`config.mk`:
```
export PLATFORM = sky130hd
export DESIGN_NAME = host_isa_bridge
export DESIGN_NICKNAME = d
export VERILOG_FILES = /design/src/bridge_pkg.sv /design/src/host_isa_bridge.sv /design/src/isa_clk_div.sv
export VERILOG_INCLUDE_DIRS = /design/src /design/src/src
export SDC_FILE = /design/constraint.sdc
export NUM_CORES = 1
export LEC_CHECK = 0
export CAP_MARGIN = 20
export CORE_MARGIN = 4
export CORE_UTILIZATION = 25
export CTS_CLUSTER_DIAMETER = 80
export DETAILED_ROUTE_END_ITERATION = 8
export DONT_BUFFER_PORTS = 1
export PLACE_DENSITY = 0.38
export SLEW_MARGIN = 20
export SYNTH_ARGS = -nofsm -noshare
export SYNTH_HDL_FRONTEND = slang
export SYNTH_HIERARCHICAL = 1
export SYNTH_SLANG_ARGS = --single-unit
export TNS_END_PERCENT = 100
```
`constraint.sdc`:
```
create_clock -name clk_i -period 5.2 [get_ports clk_i]
set_input_delay 0.52 -clock clk_i [delete_from_list [all_inputs] [get_ports clk_i]]
set_output_delay 0.52 -clock clk_i [all_outputs]
set_load 0.005 [all_outputs]
```
`src/bridge_consts.svh`:
```
// Constants for the host-bus to expansion-bus bridge
`ifndef BRIDGE_CONSTS_SVH
`define BRIDGE_CONSTS_SVH

// ----------------------------------------
// Host bus command codes
// ----------------------------------------
`define CMD_IO_RD       4'h2
`define CMD_IO_WR       4'h3
`define CMD_MEM_RD      4'h6
`define CMD_MEM_WR      4'h7
`define CMD_CFG_RD      4'ha
`define CMD_CFG_WR      4'hb

// ----------------------------------------
// Decode and timing counts
// ----------------------------------------
`define SUB_DECODE_CYC  2'h3
`define ISA_CMD_TICKS   2'h3
`define ISA_DIV_OFFSET  4'h2
`define KBD_IO_ADDR     16'h0060
`define KBD_IO_MASK     16'hfffb
`define ROM_TOP_BYTE    8'hff

// ----------------------------------------
// Reset values
// ----------------------------------------
`define ISA_BUS_IDLE    40'h000000003f
`define DEV_VENDOR_ID   32'h5a5a1234

`endif

```
`src/bridge_pkg.sv`:
```
// Types shared by the bridge modules
package bridge_pkg;

   // ----------------------------------------
   // Host bus carriers
   // ----------------------------------------
   typedef struct packed {
      logic        valid;
      logic [3:0]  cmd;
      logic [31:0] addr;
      logic [31:0] wdata;
      logic [3:0]  be_n;
      logic        par_addr;
      logic        par_data;
   } host_req_t;

   typedef struct packed {
      logic        done;
      logic        pos_claim;
      logic        sub_claim;
      logic [31:0] rdata;
      logic        par;
      logic        perr;
   } host_rsp_t;

   typedef struct packed {
      logic        req;
      logic        frame;
      logic [3:0]  cmd;
      logic [31:0] addr;
      logic [31:0] data;
      logic        par;
   } host_mst_t;

   typedef struct packed {
      logic        valid;
      logic        is_mem;
      logic        write;
      logic [31:0] addr;
      logic [31:0] data;
   } xfer_t;

   // ----------------------------------------
   // Expansion bus carrier
   // ----------------------------------------
   typedef struct packed {
      logic        address_latch_strobe;
      logic [15:0] sd;
      logic        sd_oe;
      logic [15:0] sa;
      logic        memr_n;
      logic        memw_n;
      logic        ior_n;
      logic        iow_n;
      logic        rom_cs_n;
      logic        kbd_cs_n;
   } isa_bus_t;

   typedef enum logic [2:0] {
      ST_IDLE, ST_DECODE, ST_ISA_ADDR, ST_ISA_CMD, ST_MST_REQ, ST_MST_DATA
   } state_t;

endpackage

```
`src/host_isa_bridge.sv`:
```
// Bridge between the host bus and the expansion bus
//
// Overview of operation
// Target for host cycles; non-preemptable master for DMA transfers.
// Claim hits in memory/IO windows positively; subtractively claim unclaimed accesses.
// Generate parity on driven phases, check parity on received phases; master read data (mst_rdata_i) is taken without a parity check.
// Configuration space reached only via host-issued configuration cycles.
// Out of reset, forward all unclaimed memory and IO cycles to expansion bus.
// Inputs stop forwarding unclaimed IO, memory, or both.
// Default mode covers full range but accepts no expansion bus masters.
// Default mode shares address and data; external latch holds low 16 bits.
// Address latch strobe pulses while the shared bus holds the address.
// Default mode drives top four address bits on general purpose pins 7..4.
// Master mode needs no glue; panel and TV outputs become unavailable.
// Expansion master cycles go to host only for memory; IO stays local.
// Host grant must arrive before any master cycle is driven.
// Channel ready low stretches the expansion cycle until it returns.
// Expansion masters are granted through a cascade-programmed DMA channel.
// Decode boot ROM up to 16 MB; drive ROM and keyboard selects.
// Expansion bus clock is the host clock divided by a programmable divider.
// Software changes mode or decode settings only while the bus is quiet.
`timescale 1ns/100ps
`include "bridge_consts.svh"

module host_isa_bridge #(
   parameter logic [31:0] DEV_VENDOR_ID = `DEV_VENDOR_ID // Arbitrary identity value
) (
   input  wire logic                 clk_i,
   input  wire logic                 nrst_i,
   input  wire bridge_pkg::host_req_t pci_req_i,
   input  wire logic                 idsel_i,
   input  wire logic                 other_claim_i,
   output bridge_pkg::host_rsp_t     pci_rsp_o,
   input  wire logic                 gnt_i,
   input  wire logic                 tgt_done_i,
   input  wire logic [31:0]          mst_rdata_i,
   output bridge_pkg::host_mst_t     mst_o,
   input  wire bridge_pkg::xfer_t    dma_xfer_i,
   input  wire bridge_pkg::xfer_t    isa_mst_i,
   output logic                      xfer_done_o,
   output logic [31:0]               xfer_rdata_o,
   input  wire logic [31:0]          io_base_i,
   input  wire logic [31:0]          io_mask_i,
   input  wire logic [31:0]          mem_base_i,
   input  wire logic [31:0]          mem_mask_i,
   input  wire logic [23:0]          rom_lo_mask_i,
   input  wire logic                 sub_io_dis_i,
   input  wire logic                 sub_mem_dis_i,
   input  wire logic                 master_mode_i,
   input  wire logic                 cascade_en_i,
   input  wire logic                 dreq_i,
   input  wire logic [2:0]           isa_div_i,
   input  wire logic                 iochrdy_i,
   input  wire logic [15:0]          isa_sd_i,
   output bridge_pkg::isa_bus_t      isa_o,
   output logic [3:0]                gpio_hi_o,
   output logic                      gpio_hi_oe_o,
   output logic [3:0]                la_hi_o,
   output logic                      dack_n_o,
   output logic                      panel_en_o,
   output logic                      expansion_bus_clock_o
);

   // ----------------------------------------
   // Helpers
   // ----------------------------------------
   function automatic logic par_of(input logic [31:0] d, input logic [3:0] c);
      par_of = ^{d, c};
   endfunction

   function automatic logic win_hit(input logic [31:0] a, input logic [31:0] b, input logic [31:0] m);
      win_hit = ((a & m) == (b & m));
   endfunction

   // ----------------------------------------
   // State
   // ----------------------------------------
   bridge_pkg::state_t    state_ff,   nxt_state;
   logic [1:0]            wait_ff,    nxt_wait;
   logic [1:0]            ticks_ff,   nxt_ticks;
   bridge_pkg::host_req_t req_ff,     nxt_req;
   bridge_pkg::host_rsp_t rsp_ff,     nxt_rsp;
   bridge_pkg::isa_bus_t  isa_ff,     nxt_isa;
   bridge_pkg::host_mst_t mst_ff,     nxt_mst;
   bridge_pkg::xfer_t     xfer_ff,    nxt_xfer;
   logic [3:0]            gpio_hi_ff, nxt_gpio_hi;
   logic                  gpio_oe_ff, nxt_gpio_oe;
   logic [3:0]            la_hi_ff,   nxt_la_hi;
   logic                  done_ff,    nxt_done;
   logic [31:0]           xrdata_ff,  nxt_xrdata;
   logic                  src_isa_ff, nxt_src_isa;
   logic                  dack_n_ff;
   logic                  panel_en_ff;
   logic                  tick;

   isa_clk_div u_div (
      .clk_i                 (clk_i),
      .nrst_i                (nrst_i),
      .div_code_i            (isa_div_i),
      .expansion_bus_clock_o (expansion_bus_clock_o),
      .tick_o                (tick)
   );

   // ----------------------------------------
   // Decode
   // ----------------------------------------
   wire [3:0]  in_cmd    = pci_req_i.cmd;
   wire [31:0] in_addr   = pci_req_i.addr;
   wire        in_io     = (in_cmd[3:1] == 3'h1);
   wire        in_mem    = (in_cmd[3:1] == 3'h3);
   wire        in_cfg    = (in_cmd[3:1] == 3'h5) && idsel_i;
   wire        rom_hit   = in_mem && (in_addr[31:24] == `ROM_TOP_BYTE)
                           && ((in_addr[23:0] & rom_lo_mask_i) == rom_lo_mask_i);
   wire        kbd_hit   = in_io && ((in_addr[15:0] & `KBD_IO_MASK) == `KBD_IO_ADDR);
   wire        pos_hit   = (in_io && win_hit(in_addr, io_base_i, io_mask_i))
                           || (in_mem && win_hit(in_addr, mem_base_i, mem_mask_i))
                           || rom_hit || kbd_hit;
   wire        sub_ok    = (in_io && !sub_io_dis_i) || (in_mem && !sub_mem_dis_i);
   wire        addr_bad  = par_of(in_addr, in_cmd) != pci_req_i.par_addr;
   wire        data_bad  = par_of(pci_req_i.wdata, pci_req_i.be_n) != pci_req_i.par_data;
   wire        in_write  = in_cmd[0];
   wire [31:0] cfg_rdata = in_write ? 32'h0 : DEV_VENDOR_ID;
   wire        isa_mst_ok = master_mode_i && !dack_n_ff && isa_mst_i.valid
                            && isa_mst_i.is_mem;
   wire        lim_mode  = !master_mode_i;
   wire        r_mem     = (req_ff.cmd[3:1] == 3'h3);
   wire        r_wr      = req_ff.cmd[0];
   wire [3:0]  mst_cmd   = xfer_ff.write ? `CMD_MEM_WR : `CMD_MEM_RD;
   wire        nxt_dack_n = !(master_mode_i && cascade_en_i && dreq_i);

   // ----------------------------------------
   // Next-state logic
   // ----------------------------------------
   always_comb begin
      nxt_state   = state_ff;
      nxt_wait    = wait_ff;
      nxt_ticks   = ticks_ff;
      nxt_req     = req_ff;
      nxt_rsp     = rsp_ff;
      nxt_rsp.done = 1'b0;
      nxt_rsp.perr = 1'b0;
      nxt_isa     = isa_ff;
      nxt_mst     = mst_ff;
      nxt_xfer    = xfer_ff;
      nxt_gpio_hi = gpio_hi_ff;
      nxt_gpio_oe = gpio_oe_ff;
      nxt_la_hi   = la_hi_ff;
      nxt_done    = 1'b0;
      nxt_xrdata  = xrdata_ff;
      nxt_src_isa = src_isa_ff;
      case (state_ff)
         bridge_pkg::ST_IDLE: begin
            nxt_rsp.pos_claim = 1'b0;
            nxt_rsp.sub_claim = 1'b0;
            if (pci_req_i.valid) begin
               nxt_req      = pci_req_i;
               nxt_wait     = 2'h0;
               nxt_ticks    = 2'h0;
               nxt_rsp.perr = addr_bad || (in_write && data_bad);
               nxt_isa.rom_cs_n = !rom_hit;
               nxt_isa.kbd_cs_n = !kbd_hit;
               if (in_cfg) begin
                  nxt_rsp.pos_claim = 1'b1;
                  nxt_rsp.done      = 1'b1;
                  nxt_rsp.rdata     = cfg_rdata;
                  nxt_rsp.par       = par_of(cfg_rdata, pci_req_i.be_n);
               end else if (pos_hit) begin
                  nxt_rsp.pos_claim = 1'b1;
                  nxt_state         = bridge_pkg::ST_ISA_ADDR;
               end else if (sub_ok) begin
                  nxt_state = bridge_pkg::ST_DECODE;
               end
            end else if (dma_xfer_i.valid) begin
               nxt_xfer    = dma_xfer_i;
               nxt_src_isa = 1'b0;
               nxt_mst.req = 1'b1;
               nxt_state   = bridge_pkg::ST_MST_REQ;
            end else if (isa_mst_ok) begin
               nxt_xfer    = isa_mst_i;
               nxt_src_isa = 1'b1;
               nxt_mst.req = 1'b1;
               nxt_state   = bridge_pkg::ST_MST_REQ;
            end
         end
         bridge_pkg::ST_DECODE: begin
            // Slow decode: give every positive decoder its full window first
            if (other_claim_i) begin
               nxt_state = bridge_pkg::ST_IDLE;
            end else if (wait_ff == `SUB_DECODE_CYC - 2'h1) begin
               nxt_rsp.sub_claim = 1'b1;
               nxt_state         = bridge_pkg::ST_ISA_ADDR;
            end else begin
               nxt_wait = wait_ff + 2'h1;
            end
         end
         bridge_pkg::ST_ISA_ADDR: begin
            if (tick && ticks_ff == 2'h0) begin
               nxt_isa.address_latch_strobe = lim_mode;
               nxt_isa.sd    = req_ff.addr[15:0];
               nxt_isa.sd_oe = lim_mode;
               nxt_isa.sa    = master_mode_i ? req_ff.addr[15:0] : 16'h0;
               nxt_gpio_hi   = req_ff.addr[23:20];
               nxt_gpio_oe   = lim_mode;
               nxt_la_hi     = req_ff.addr[23:20];
               nxt_ticks     = 2'h1;
            end else if (tick) begin
               nxt_isa.address_latch_strobe = 1'b0;
               nxt_isa.sd    = req_ff.wdata[15:0];
               nxt_isa.sd_oe = r_wr;
               nxt_isa.memr_n = !(r_mem && !r_wr);
               nxt_isa.memw_n = !(r_mem && r_wr);
               nxt_isa.ior_n  = !(!r_mem && !r_wr);
               nxt_isa.iow_n  = !(!r_mem && r_wr);
               nxt_ticks      = 2'h0;
               nxt_state      = bridge_pkg::ST_ISA_CMD;
            end
         end
         bridge_pkg::ST_ISA_CMD: begin
            if (tick && ticks_ff != `ISA_CMD_TICKS - 2'h1) begin
               nxt_ticks = ticks_ff + 2'h1;
            end else if (tick && iochrdy_i) begin
               nxt_isa       = `ISA_BUS_IDLE;
               nxt_gpio_oe   = 1'b0;
               nxt_rsp.done  = 1'b1;
               nxt_rsp.rdata = {16'h0, isa_sd_i};
               nxt_rsp.par   = par_of({16'h0, isa_sd_i}, req_ff.be_n);
               nxt_state     = bridge_pkg::ST_IDLE;
            end
         end
         bridge_pkg::ST_MST_REQ: begin
            if (gnt_i) begin
               nxt_mst.frame = 1'b1;
               nxt_mst.cmd   = mst_cmd;
               nxt_mst.addr  = xfer_ff.addr;
               nxt_mst.data  = xfer_ff.data;
               nxt_mst.par   = par_of(xfer_ff.addr, mst_cmd);
               nxt_state     = bridge_pkg::ST_MST_DATA;
            end
         end
         bridge_pkg::ST_MST_DATA: begin
            // Grant removal is ignored here: the transfer is not preemptable
            nxt_mst.par = par_of(xfer_ff.data, 4'h0);
            if (tgt_done_i) begin
               nxt_mst.frame = 1'b0;
               nxt_mst.req   = 1'b0;
               nxt_done      = 1'b1;
               nxt_xrdata    = mst_rdata_i;
               nxt_state     = bridge_pkg::ST_IDLE;
            end
         end
         default: nxt_state = bridge_pkg::ST_IDLE;
      endcase
   end

   // ----------------------------------------
   // Registers
   // ----------------------------------------
   always_ff @(posedge clk_i or negedge nrst_i) begin
      if (!nrst_i) begin
         state_ff    <= bridge_pkg::ST_IDLE;
         wait_ff     <= 2'h0;
         ticks_ff    <= 2'h0;
         req_ff      <= '0;
         rsp_ff      <= '0;
         isa_ff      <= `ISA_BUS_IDLE;
         mst_ff      <= '0;
         xfer_ff     <= '0;
         gpio_hi_ff  <= 4'h0;
         gpio_oe_ff  <= 1'b0;
         la_hi_ff    <= 4'h0;
         done_ff     <= 1'b0;
         xrdata_ff   <= 32'h0;
         src_isa_ff  <= 1'b0;
         dack_n_ff   <= 1'b1;
         panel_en_ff <= 1'b0;
      end else begin
         state_ff    <= nxt_state;
         wait_ff     <= nxt_wait;
         ticks_ff    <= nxt_ticks;
         req_ff      <= nxt_req;
         rsp_ff      <= nxt_rsp;
         isa_ff      <= nxt_isa;
         mst_ff      <= nxt_mst;
         xfer_ff     <= nxt_xfer;
         gpio_hi_ff  <= nxt_gpio_hi;
         gpio_oe_ff  <= nxt_gpio_oe;
         la_hi_ff    <= nxt_la_hi;
         done_ff     <= nxt_done;
         xrdata_ff   <= nxt_xrdata;
         src_isa_ff  <= nxt_src_isa;
         dack_n_ff   <= nxt_dack_n;
         panel_en_ff <= lim_mode;
      end
   end

   assign pci_rsp_o    = rsp_ff;
   assign mst_o        = mst_ff;
   assign isa_o        = isa_ff;
   assign gpio_hi_o    = gpio_hi_ff;
   assign gpio_hi_oe_o = gpio_oe_ff;
   assign la_hi_o      = la_hi_ff;
   assign xfer_done_o  = done_ff;
   assign xfer_rdata_o = xrdata_ff;
   assign dack_n_o     = dack_n_ff;
   assign panel_en_o   = panel_en_ff;

   // ----------------------------------------
   // Checks
   // ----------------------------------------
   a_sub_io_block: assert property (@(posedge clk_i) disable iff (!nrst_i)
      $rose(rsp_ff.sub_claim) |-> !(req_ff.cmd[3:1] == 3'h1 && sub_io_dis_i))
      else $error("unclaimed io forwarded while disabled");
   a_sub_mem_wait: assert property (@(posedge clk_i) disable iff (!nrst_i)
      $rose(rsp_ff.sub_claim) |-> $past(state_ff, 3) == bridge_pkg::ST_DECODE && !(r_mem && sub_mem_dis_i))
      else $error("subtractive claim early or memory disabled");
   a_latch_addr: assert property (@(posedge clk_i) disable iff (!nrst_i)
      isa_ff.address_latch_strobe |-> lim_mode && isa_ff.sd_oe && isa_ff.sd == req_ff.addr[15:0])
      else $error("latch strobe without address on shared bus");
   a_gpio_upper: assert property (@(posedge clk_i) disable iff (!nrst_i)
      gpio_oe_ff && state_ff == bridge_pkg::ST_ISA_CMD |-> gpio_hi_ff == req_ff.addr[23:20])
      else $error("upper address wrong on general purpose pins");
   a_ready_stretch: assert property (@(posedge clk_i) disable iff (!nrst_i)
      state_ff == bridge_pkg::ST_ISA_CMD && tick && !iochrdy_i |=> !rsp_ff.done && !isa_ff.ior_n == $past(!isa_ff.ior_n))
      else $error("cycle ended while channel not ready");
   a_grant_first: assert property (@(posedge clk_i) disable iff (!nrst_i)
      $rose(mst_ff.frame) |-> $past(gnt_i) && $past(mst_ff.req))
      else $error("master cycle without grant");
   a_no_preempt: assert property (@(posedge clk_i) disable iff (!nrst_i)
      mst_ff.frame && !tgt_done_i |=> mst_ff.frame)
      else $error("master transfer preempted");
   a_isa_mem_only: assert property (@(posedge clk_i) disable iff (!nrst_i)
      state_ff == bridge_pkg::ST_MST_REQ && src_isa_ff |-> xfer_ff.is_mem && master_mode_i)
      else $error("expansion io cycle forwarded to host");
   a_addr_parity: assert property (@(posedge clk_i) disable iff (!nrst_i)
      state_ff == bridge_pkg::ST_IDLE && pci_req_i.valid && addr_bad |=> rsp_ff.perr)
      else $error("address parity error not reported");

endmodule // host_isa_bridge

```
`src/isa_clk_div.sv`:
```
// Expansion bus clock divider with a one-cycle tick enable
`timescale 1ns/100ps
`include "bridge_consts.svh"

module isa_clk_div (
   input  wire logic       clk_i,
   input  wire logic       nrst_i,
   input  wire logic [2:0] div_code_i,
   output logic            expansion_bus_clock_o,
   output logic            tick_o
);
   logic [3:0] cnt_ff;
   logic [3:0] divisor;
   logic       last;

   // Offset keeps the divisor at two or more, so ticks never merge
   assign divisor = {1'b0, div_code_i} + `ISA_DIV_OFFSET;
   assign last    = (cnt_ff >= divisor - 4'h1);

   always_ff @(posedge clk_i or negedge nrst_i) begin
      if (!nrst_i) begin
         cnt_ff                <= 4'h0;
         tick_o                <= 1'b0;
         expansion_bus_clock_o <= 1'b0;
      end else begin
         cnt_ff                <= last ? 4'h0 : cnt_ff + 4'h1;
         tick_o                <= last;
         expansion_bus_clock_o <= last || (cnt_ff < (divisor >> 1) - 4'h1);
      end
   end

   a_tick_spacing: assert property (@(posedge clk_i) disable iff (!nrst_i)
      tick_o |=> !tick_o) else $error("divider tick lasted two cycles");

endmodule // isa_clk_div

```
==> Yosys cells after proc, flatten, opt, wreduce, memory -nomap -nowiden <==
Cells that the tools add are included.
{ "word_totals": {"regBits": 314, "elab_cells": 234} }
{ "op_classes": {"mux": 69, "n_bitwise": 6, "n_reduce_logical": 72, "order_cmp": 2, "eq_ne": 38, "addsub": 6} }
{ "ops": {"columns": ["op", "count"], "rows": [
  ["XOR reduction 36 bit", 6],
  ["two-way mux 65 bit", 2],
  ["bitwise AND 32 bit", 4],
  ["two-way mux 33 bit", 3],
  ["two-way mux 40 bit", 2],
  ["one-hot mux 38 bit (2 select lines)", 1],
  ["two-way mux 70 bit", 1],
  ["one-hot mux 33 bit (2 select lines)", 1],
  ["== test 32 bit", 2],
  ["two-way mux 3 bit", 14],
  ["two-way mux 18 bit", 2],
  ["two-way mux 34 bit", 1],
  ["two-way mux 16 bit", 2],
  ["two-way mux 31 bit", 1],
  ["inequality test 2 bit, second input constant", 14],
  ["bitwise AND 24 bit", 1],
  ["== test 24 bit", 1],
  ["AND reduction 4 bit", 6],
  ["logical AND 1 bit", 21],
  ["two-way mux 2 bit", 9],
  ["one-hot mux 3 bit (6 select lines)", 1],
  ["two-way mux 1 bit", 17],
  ["== test 15 x 6 -> 1 bit, second input constant", 1],
  ["logical NOT 1 bit", 13],
  ["31 further kinds", 67]
]} }

==> Logic depth before layout (Yosys ltp) <==
{ "logic_depth": {"ltp_word": 10, "mapped_depth": 9} }

==> Cells and area by module <==
The synthesis kept the hierarchy.
{ "by_module_without_submodules": {"columns": ["module", "area_per_inst_um2", "cells_per_inst", "n_inst"], "rows": [
  ["host_isa_bridge", 14453.9, 1339, 1],
  ["isa_clk_div", 440.4, 43, 1]
]} }

==> Least setup slack after synthesis <==
No wires, ideal clock.
{ "synth_timing": {"path_type": "input-to-reg", "from": "input isa_div_i[1]", "to": "register u_div.expansion_bus_clock_o", "required_ns": 5.061, "arrival_time_ns": 1.934, "slack_ns": 3.127, "n_path_buf": 0, "cell_stages": 7, "cell_sequence": "inv_1 > ha_1 > xnor2_1 > ha_1 > nand3_1 > a21oi_1 > or4_1"} }
{ "synth_between": {"elab_chain_len": 4, "word_cells_on_any_way": 6, "cone_classes": "add/sub (3); order compare (2); reduce/logical (1)"} }
{ "synth_rtl": {"columns": ["element", "line", "source"], "rows": [
  ["from (decl)", "host_isa_bridge.sv:52", "input wire logic [2:0] isa_div_i,"],
  ["adder 3 x 2 -> 4 bit (no line) *", null, null],
  ["subtractor 4 x 1 -> 4 bit or subtractor 3 x 1 -> 4 bit (tied branches)", "isa_clk_div.sv:18, isa_clk_div.sv:28", null],
  ["greater-or-equal comparator 4 bit or less-than comparator 4 bit (tied branches)", "isa_clk_div.sv:18, isa_clk_div.sv:28", null],
  ["logical OR 1 bit *", "isa_clk_div.sv:28", "expansion_bus_clock_o <= last || (cnt_ff < (divisor >> 1) - 4'h1);"],
  ["to (signal assigned)", "isa_clk_div.sv:28", null],
  ["to (decl)", "isa_clk_div.sv:9", "output logic expansion_bus_clock_o,"]
]} }
Mark *: on every way between the ends. The rest lies on a longest branch, timed or not.
A chain may end at the register's enable or synchronous reset.

==> Worst setup path in the final report <==
{ "layout_timing": {"from": "register state_ff[0]", "to": "register mst_ff (netlist bit mst_o[34])"} }
{ "layout_between": {"elab_chain_len": 2} }
{ "layout_rtl": {"columns": ["element", "line", "source"], "rows": [
  ["from (decl)", "host_isa_bridge.sv:78", "bridge_pkg::state_t state_ff, nxt_state;"],
  ["from (signal assigned)", "host_isa_bridge.sv:260", "state_ff <= bridge_pkg::ST_IDLE;"],
  ["from (signal assigned)", "host_isa_bridge.sv:277", "state_ff <= nxt_state;"],
  ["== test 3 bit", "host_isa_bridge.sv:151", "case (state_ff)"],
  ["AND reduction 2 bit (no line)", null, null],
  ["to (signal assigned)", "host_isa_bridge.sv:283", "mst_ff <= nxt_mst;"],
  ["to (decl)", "host_isa_bridge.sv:84", "bridge_pkg::host_mst_t mst_ff, nxt_mst;"]
]} }
Every way passes these cells.

==> results.yml <==
sta:
  fin_crit_ps: 2925
  timing_worst_slew_pin_value_ps: 1250
  fin_worst_hold_slack_ps: -333.0
  final-setup-viol-count: 0
  finalHoldViolations: 286
  clock-skew-final_ps: 31.42
  max_freq_ghz: 0.3419
  grt_setup_unrepaired: "no"
  final_min_period_over_clock_period: 0.5625
  final-max-slew-violation-count: 0
  tns_ps: 0
  maxSlewHeadroom: 0.1670
grt:
  grt_start_max_net_pins: 294
  antenna_found_initial: 3
  grt-ovfl-total: 0
  gr-usage-all-layers: 0.1607
  wire_length_of_the_first_global_routing_pass_mm: 75.98
  grt_pass1_vias: 10600
finish:
  finish.instance_area_sq_mm: 0.01686
  post_route_cells_drive_above_1_share: 0.1437
  number_of_fill_cells_in_the_layout: 6243
  nNetsFinal: 1798
  flow.area_growth_from_synthesis_pct: 13.17
pwr:
  cellLeakagePower_nw: 7.530
  overall_power_after_layout_mw: 10.58
  vdd.ir_drop.worst_uv: 280.0
  p_per_area_mw_per_mm2: 627.7
worst_setup_path:
  cp_slowest_cell: "sky130_fd_sc_hd__dfrtp_1"
  worst_path_most_repeated_cell: "sky130_fd_sc_hd__nor3_4"
  timing_worst_setup_path_type: "reg2reg"
  critical_path.max_fanout: 16
  worst_setup_path_end_kind: "register"
  cp.arrival_ps: 3350
  cp_cell_sequence: "nand2b_1 -> nor3_4 -> a22oi_1 -> o21ai_2 -> nor3_4 -> buf_4 -> mux2_2"
  peak_per_stage_delay_on_the_critical_path_ps: 690
  worst_ep_required_time_ps: 5630
  startpoint_type: "register"
floorplan:
  std_cell_rows: 89
  die_x_um: 252.1
  io_pins: 617
  die-height_um: 252.1
  coreArea_sq_mm: 0.05902
  initial_core_utilization: 0.2524
  die-area_sq_mm: 0.06355
outcome:
  failed_checks: "negative hold slack"
  status: "complete, but fails checks"
detailed_routing:
  routed-via-count: 10030
  first_pass_iters: 7
  route.final.wire_length_mm: 53.13
  ant_nets: 0
  drt-initial-drc-count: 542
  route.detailed.wl_per_inst_um: 24.61
  drc: 0
  via_per_inst: 4.646
synthesis:
  syn_avg_cell_area_sq_um: 10.78
  ys_ff_latch: 293
  asyncSetResetFlopFracSynth: 1.000
  synth_edf_count: 0
  post_synth_instance_area_sq_mm: 0.01489
  synth-main-ff-cell: "sky130_fd_sc_hd__dfrtp_1"
  synth_sequential_area_ratio: 0.4929
  yosys_warnings: 6
  syn_inst: 1382
  synth_cell_types: 64
clock_tree:
  clock_sinks: 293
  cts_root_buf: "sky130_fd_sc_hd__clkbuf_16"
  htree_num_levels: 2
  cts_hold_repair.buffers: 1
  numCtsBuffers: 40
  cts.reportedPaths.clkPinSlew_ps: 60
  clock_tree.buffer_depth: 3
  worstSkewPairLatency_ps: 560
  cts_tree: "built"
min_path:
  hold_path_class: "in2async"
place:
  gp_congestion: 0.9091
  port_buffers: 0
  placedInstanceArea_sq_mm: 0.01555
  dpl.hpwl_mm: 40.50
run:
  maxCapViolations: 0
[routing by layer]
layer	vias up	routed length, um	global-route usage
met2	388	24640	0.2555
met4	6	962	0.03499
met3	71	5258	0.06845
li1	4632	-	-
met5	-	41	0
met1	4933	22240	0.2048
[final cells by class]
type                            instances  area, sq um  area share
Antenna cell                            1        2.502   0.0001485
Clock buffer                           52         1106     0.06562
Clock inverter                         20        185.2     0.01099
Inverter                               38        142.6    0.008462
Multi-Input combinational cell        970         7007      0.4157
Sequential cell                       293         7341      0.4355
Tap cell                              773        967.2     0.05738
Timing Repair Buffer                   12        105.1    0.006235
[sequential cells by signal, indices dropped and copies added (netlist names), 2 cells and up]
signal	count
isa_o	40
xfer_rdata_o	32
state_ff	3
pci_rsp_o	22
ticks_ff	2
mst_o	69
la_hi_o	4
req_ff	43
wait_ff	2
xfer_ff	65
u_div/cnt_ff	4
[logic make-up (layout without fill, tap and decap cells)]
| family | after synthesis | after routing | synth area share |
|---|---|---|---|
| AO/OA/AOI/OAI | 204 | 204 | 0.08686 |
| flip-flops | 293 | 293 | 0.4929 |
| XOR/XNOR | 217 | 217 | 0.1285 |
| AND/OR/NAND/NOR | 325 | 325 | 0.09350 |
| multiplexers | 195 | 195 | 0.1418 |
| buffers and inverters | 127 | 122 | 0.03999 |
| adder cells (fa/ha/maj) | 19 | 19 | 0.01596 |
| other | 2 | 11 | 0.0005042 |
[where the power goes]
group	leakage [nW]	switching, mW	internal (mW)
Combinational	3.20	1.76	1.91
Sequential	3.69	0.961	3.26
Clock	0.640	1.09	1.61
Total	7.53	3.80	6.78
[repair_timing]
item / CTS / global route
setup buffers: 0 / 0
endpoints found under the hold margin: 294 / 292
gates resized for setup: 0 / 0
[path summary, 6_finish.rpt]
path                              start                to  slack [ps]  depth (start not counted)
setup reg to reg            state_ff[0]         mst_o[34]        2280                          7
min in group clk_i         cascade_en_i          dack_n_o          60                          1
hold reg to reg              req_ff[60]        la_hi_o[2]         460                          2
hold / removal                   nrst_i         isa_o[31]        -330                          0
setup / recovery            state_ff[0]         mst_o[34]        2280                          7
max in group asynchronous        nrst_i  xfer_rdata_o[10]        4510                          0
[layout by cell type, fill, tap and decap left out, types with 4 or more instances in the layout]
cell	count
sky130_fd_sc_hd__o31ai_1	16
sky130_fd_sc_hd__nor3_1	13
sky130_fd_sc_hd__a22o_1	22
sky130_fd_sc_hd__mux2_2	93
sky130_fd_sc_hd__o22ai_1	8
sky130_fd_sc_hd__xnor2_1	133
sky130_fd_sc_hd__conb_1	10
sky130_fd_sc_hd__clkbuf_8	6
sky130_fd_sc_hd__mux2i_1	85
sky130_fd_sc_hd__clkinv_2	10
sky130_fd_sc_hd__dfrtp_1	286
sky130_fd_sc_hd__a21oi_1	12
sky130_fd_sc_hd__mux2_1	11
sky130_fd_sc_hd__nand4_1	6
sky130_fd_sc_hd__a221oi_1	4
sky130_fd_sc_hd__ha_1	19
sky130_fd_sc_hd__clkbuf_1	6
sky130_fd_sc_hd__a22oi_1	23
sky130_fd_sc_hd__clkbuf_16	40
sky130_fd_sc_hd__nor2_1	17
sky130_fd_sc_hd__o21ai_0	97
sky130_fd_sc_hd__inv_1	36
sky130_fd_sc_hd__buf_4	10
sky130_fd_sc_hd__xor2_1	83
sky130_fd_sc_hd__nand3_1	12
sky130_fd_sc_hd__mux2_4	6
sky130_fd_sc_hd__nand2_1	239
sky130_fd_sc_hd__nor2b_1	7
sky130_fd_sc_hd__dfstp_2	7
sky130_fd_sc_hd__or2_2	4
[metrics by stage]
step | setup slack, ps | instances | util | hold slack, ps
after floorplan | 3127 | 1390 | - | 224.4
after global placement | 2218 | 2085 | 0.2635 | 231.7
after detailed placement | 2221 | 2085 | 0.2635 | 231.8
after CTS | 2179 | 2158 | 0.2856 | -382.0
after global routing | 2037 | 2158 | 0.2856 | -376.4
final | 2275 | 2159 | 0.2856 | -333.0
[synthesized netlist by cell type, types with 2 or more instances]
cell                        number  area, sq um
sky130_fd_sc_hd__nand4_1         6        37.54
sky130_fd_sc_hd__a221oi_1        4        35.03
sky130_fd_sc_hd__dfstp_2         7        183.9
sky130_fd_sc_hd__o21ai_0        97        485.5
sky130_fd_sc_hd__o21ai_1         2        10.01
sky130_fd_sc_hd__nor2b_1         7        43.79
sky130_fd_sc_hd__mux2i_1        85        850.8
sky130_fd_sc_hd__inv_1          36        135.1
sky130_fd_sc_hd__nand3_1        12        60.06
sky130_fd_sc_hd__nor2_1         19        71.32
sky130_fd_sc_hd__o22ai_1         8        50.05
sky130_fd_sc_hd__dfrtp_1       286         7157
sky130_fd_sc_hd__nor3b_1         2        15.01
sky130_fd_sc_hd__mux2_4          6        90.09
sky130_fd_sc_hd__a22o_1         22        192.7
sky130_fd_sc_hd__a222oi_1        2        20.02
sky130_fd_sc_hd__nor4_1          2        12.51
sky130_fd_sc_hd__o31ai_1        16        120.1
sky130_fd_sc_hd__buf_1           3        11.26
sky130_fd_sc_hd__a31oi_1         3        18.77
sky130_fd_sc_hd__or2_2           4        25.02
sky130_fd_sc_hd__nor3_1         13        65.06
sky130_fd_sc_hd__a2111oi_0       3        26.28
sky130_fd_sc_hd__a22oi_1        23        172.7
sky130_fd_sc_hd__xnor2_1       133         1165
sky130_fd_sc_hd__mux2_1         11        123.9
sky130_fd_sc_hd__nand2_1       239        897.1
sky130_fd_sc_hd__conb_1          2        7.510
sky130_fd_sc_hd__mux2_2         93         1047
sky130_fd_sc_hd__clkbuf_1       52        195.2
sky130_fd_sc_hd__nand2b_1        4        25.02
sky130_fd_sc_hd__and3_1          3        18.77
sky130_fd_sc_hd__buf_4          23        172.7
sky130_fd_sc_hd__buf_2           8        40.04
sky130_fd_sc_hd__a21oi_1        12        60.06
sky130_fd_sc_hd__xor2_1         83        727.0
sky130_fd_sc_hd__or3_1           2        12.51
sky130_fd_sc_hd__o22a_1          2        17.52
sky130_fd_sc_hd__buf_6           3        33.78
sky130_fd_sc_hd__or4_1           2        15.01
sky130_fd_sc_hd__ha_1           19        237.7
[worst max-delay path: cells and delay by family, from the launching register on]
| family | cells | cell delay, ps |
|---|---|---|
| AND/OR/NAND/NOR | 3 | 960 |
| flip-flops | 1 | 690 |
| buffers and inverters | 1 | 390 |
| AO/OA/AOI/OAI | 2 | 370 |
| multiplexers | 1 | 370 |
Note: power is estimated with default switching activity, not from simulation.
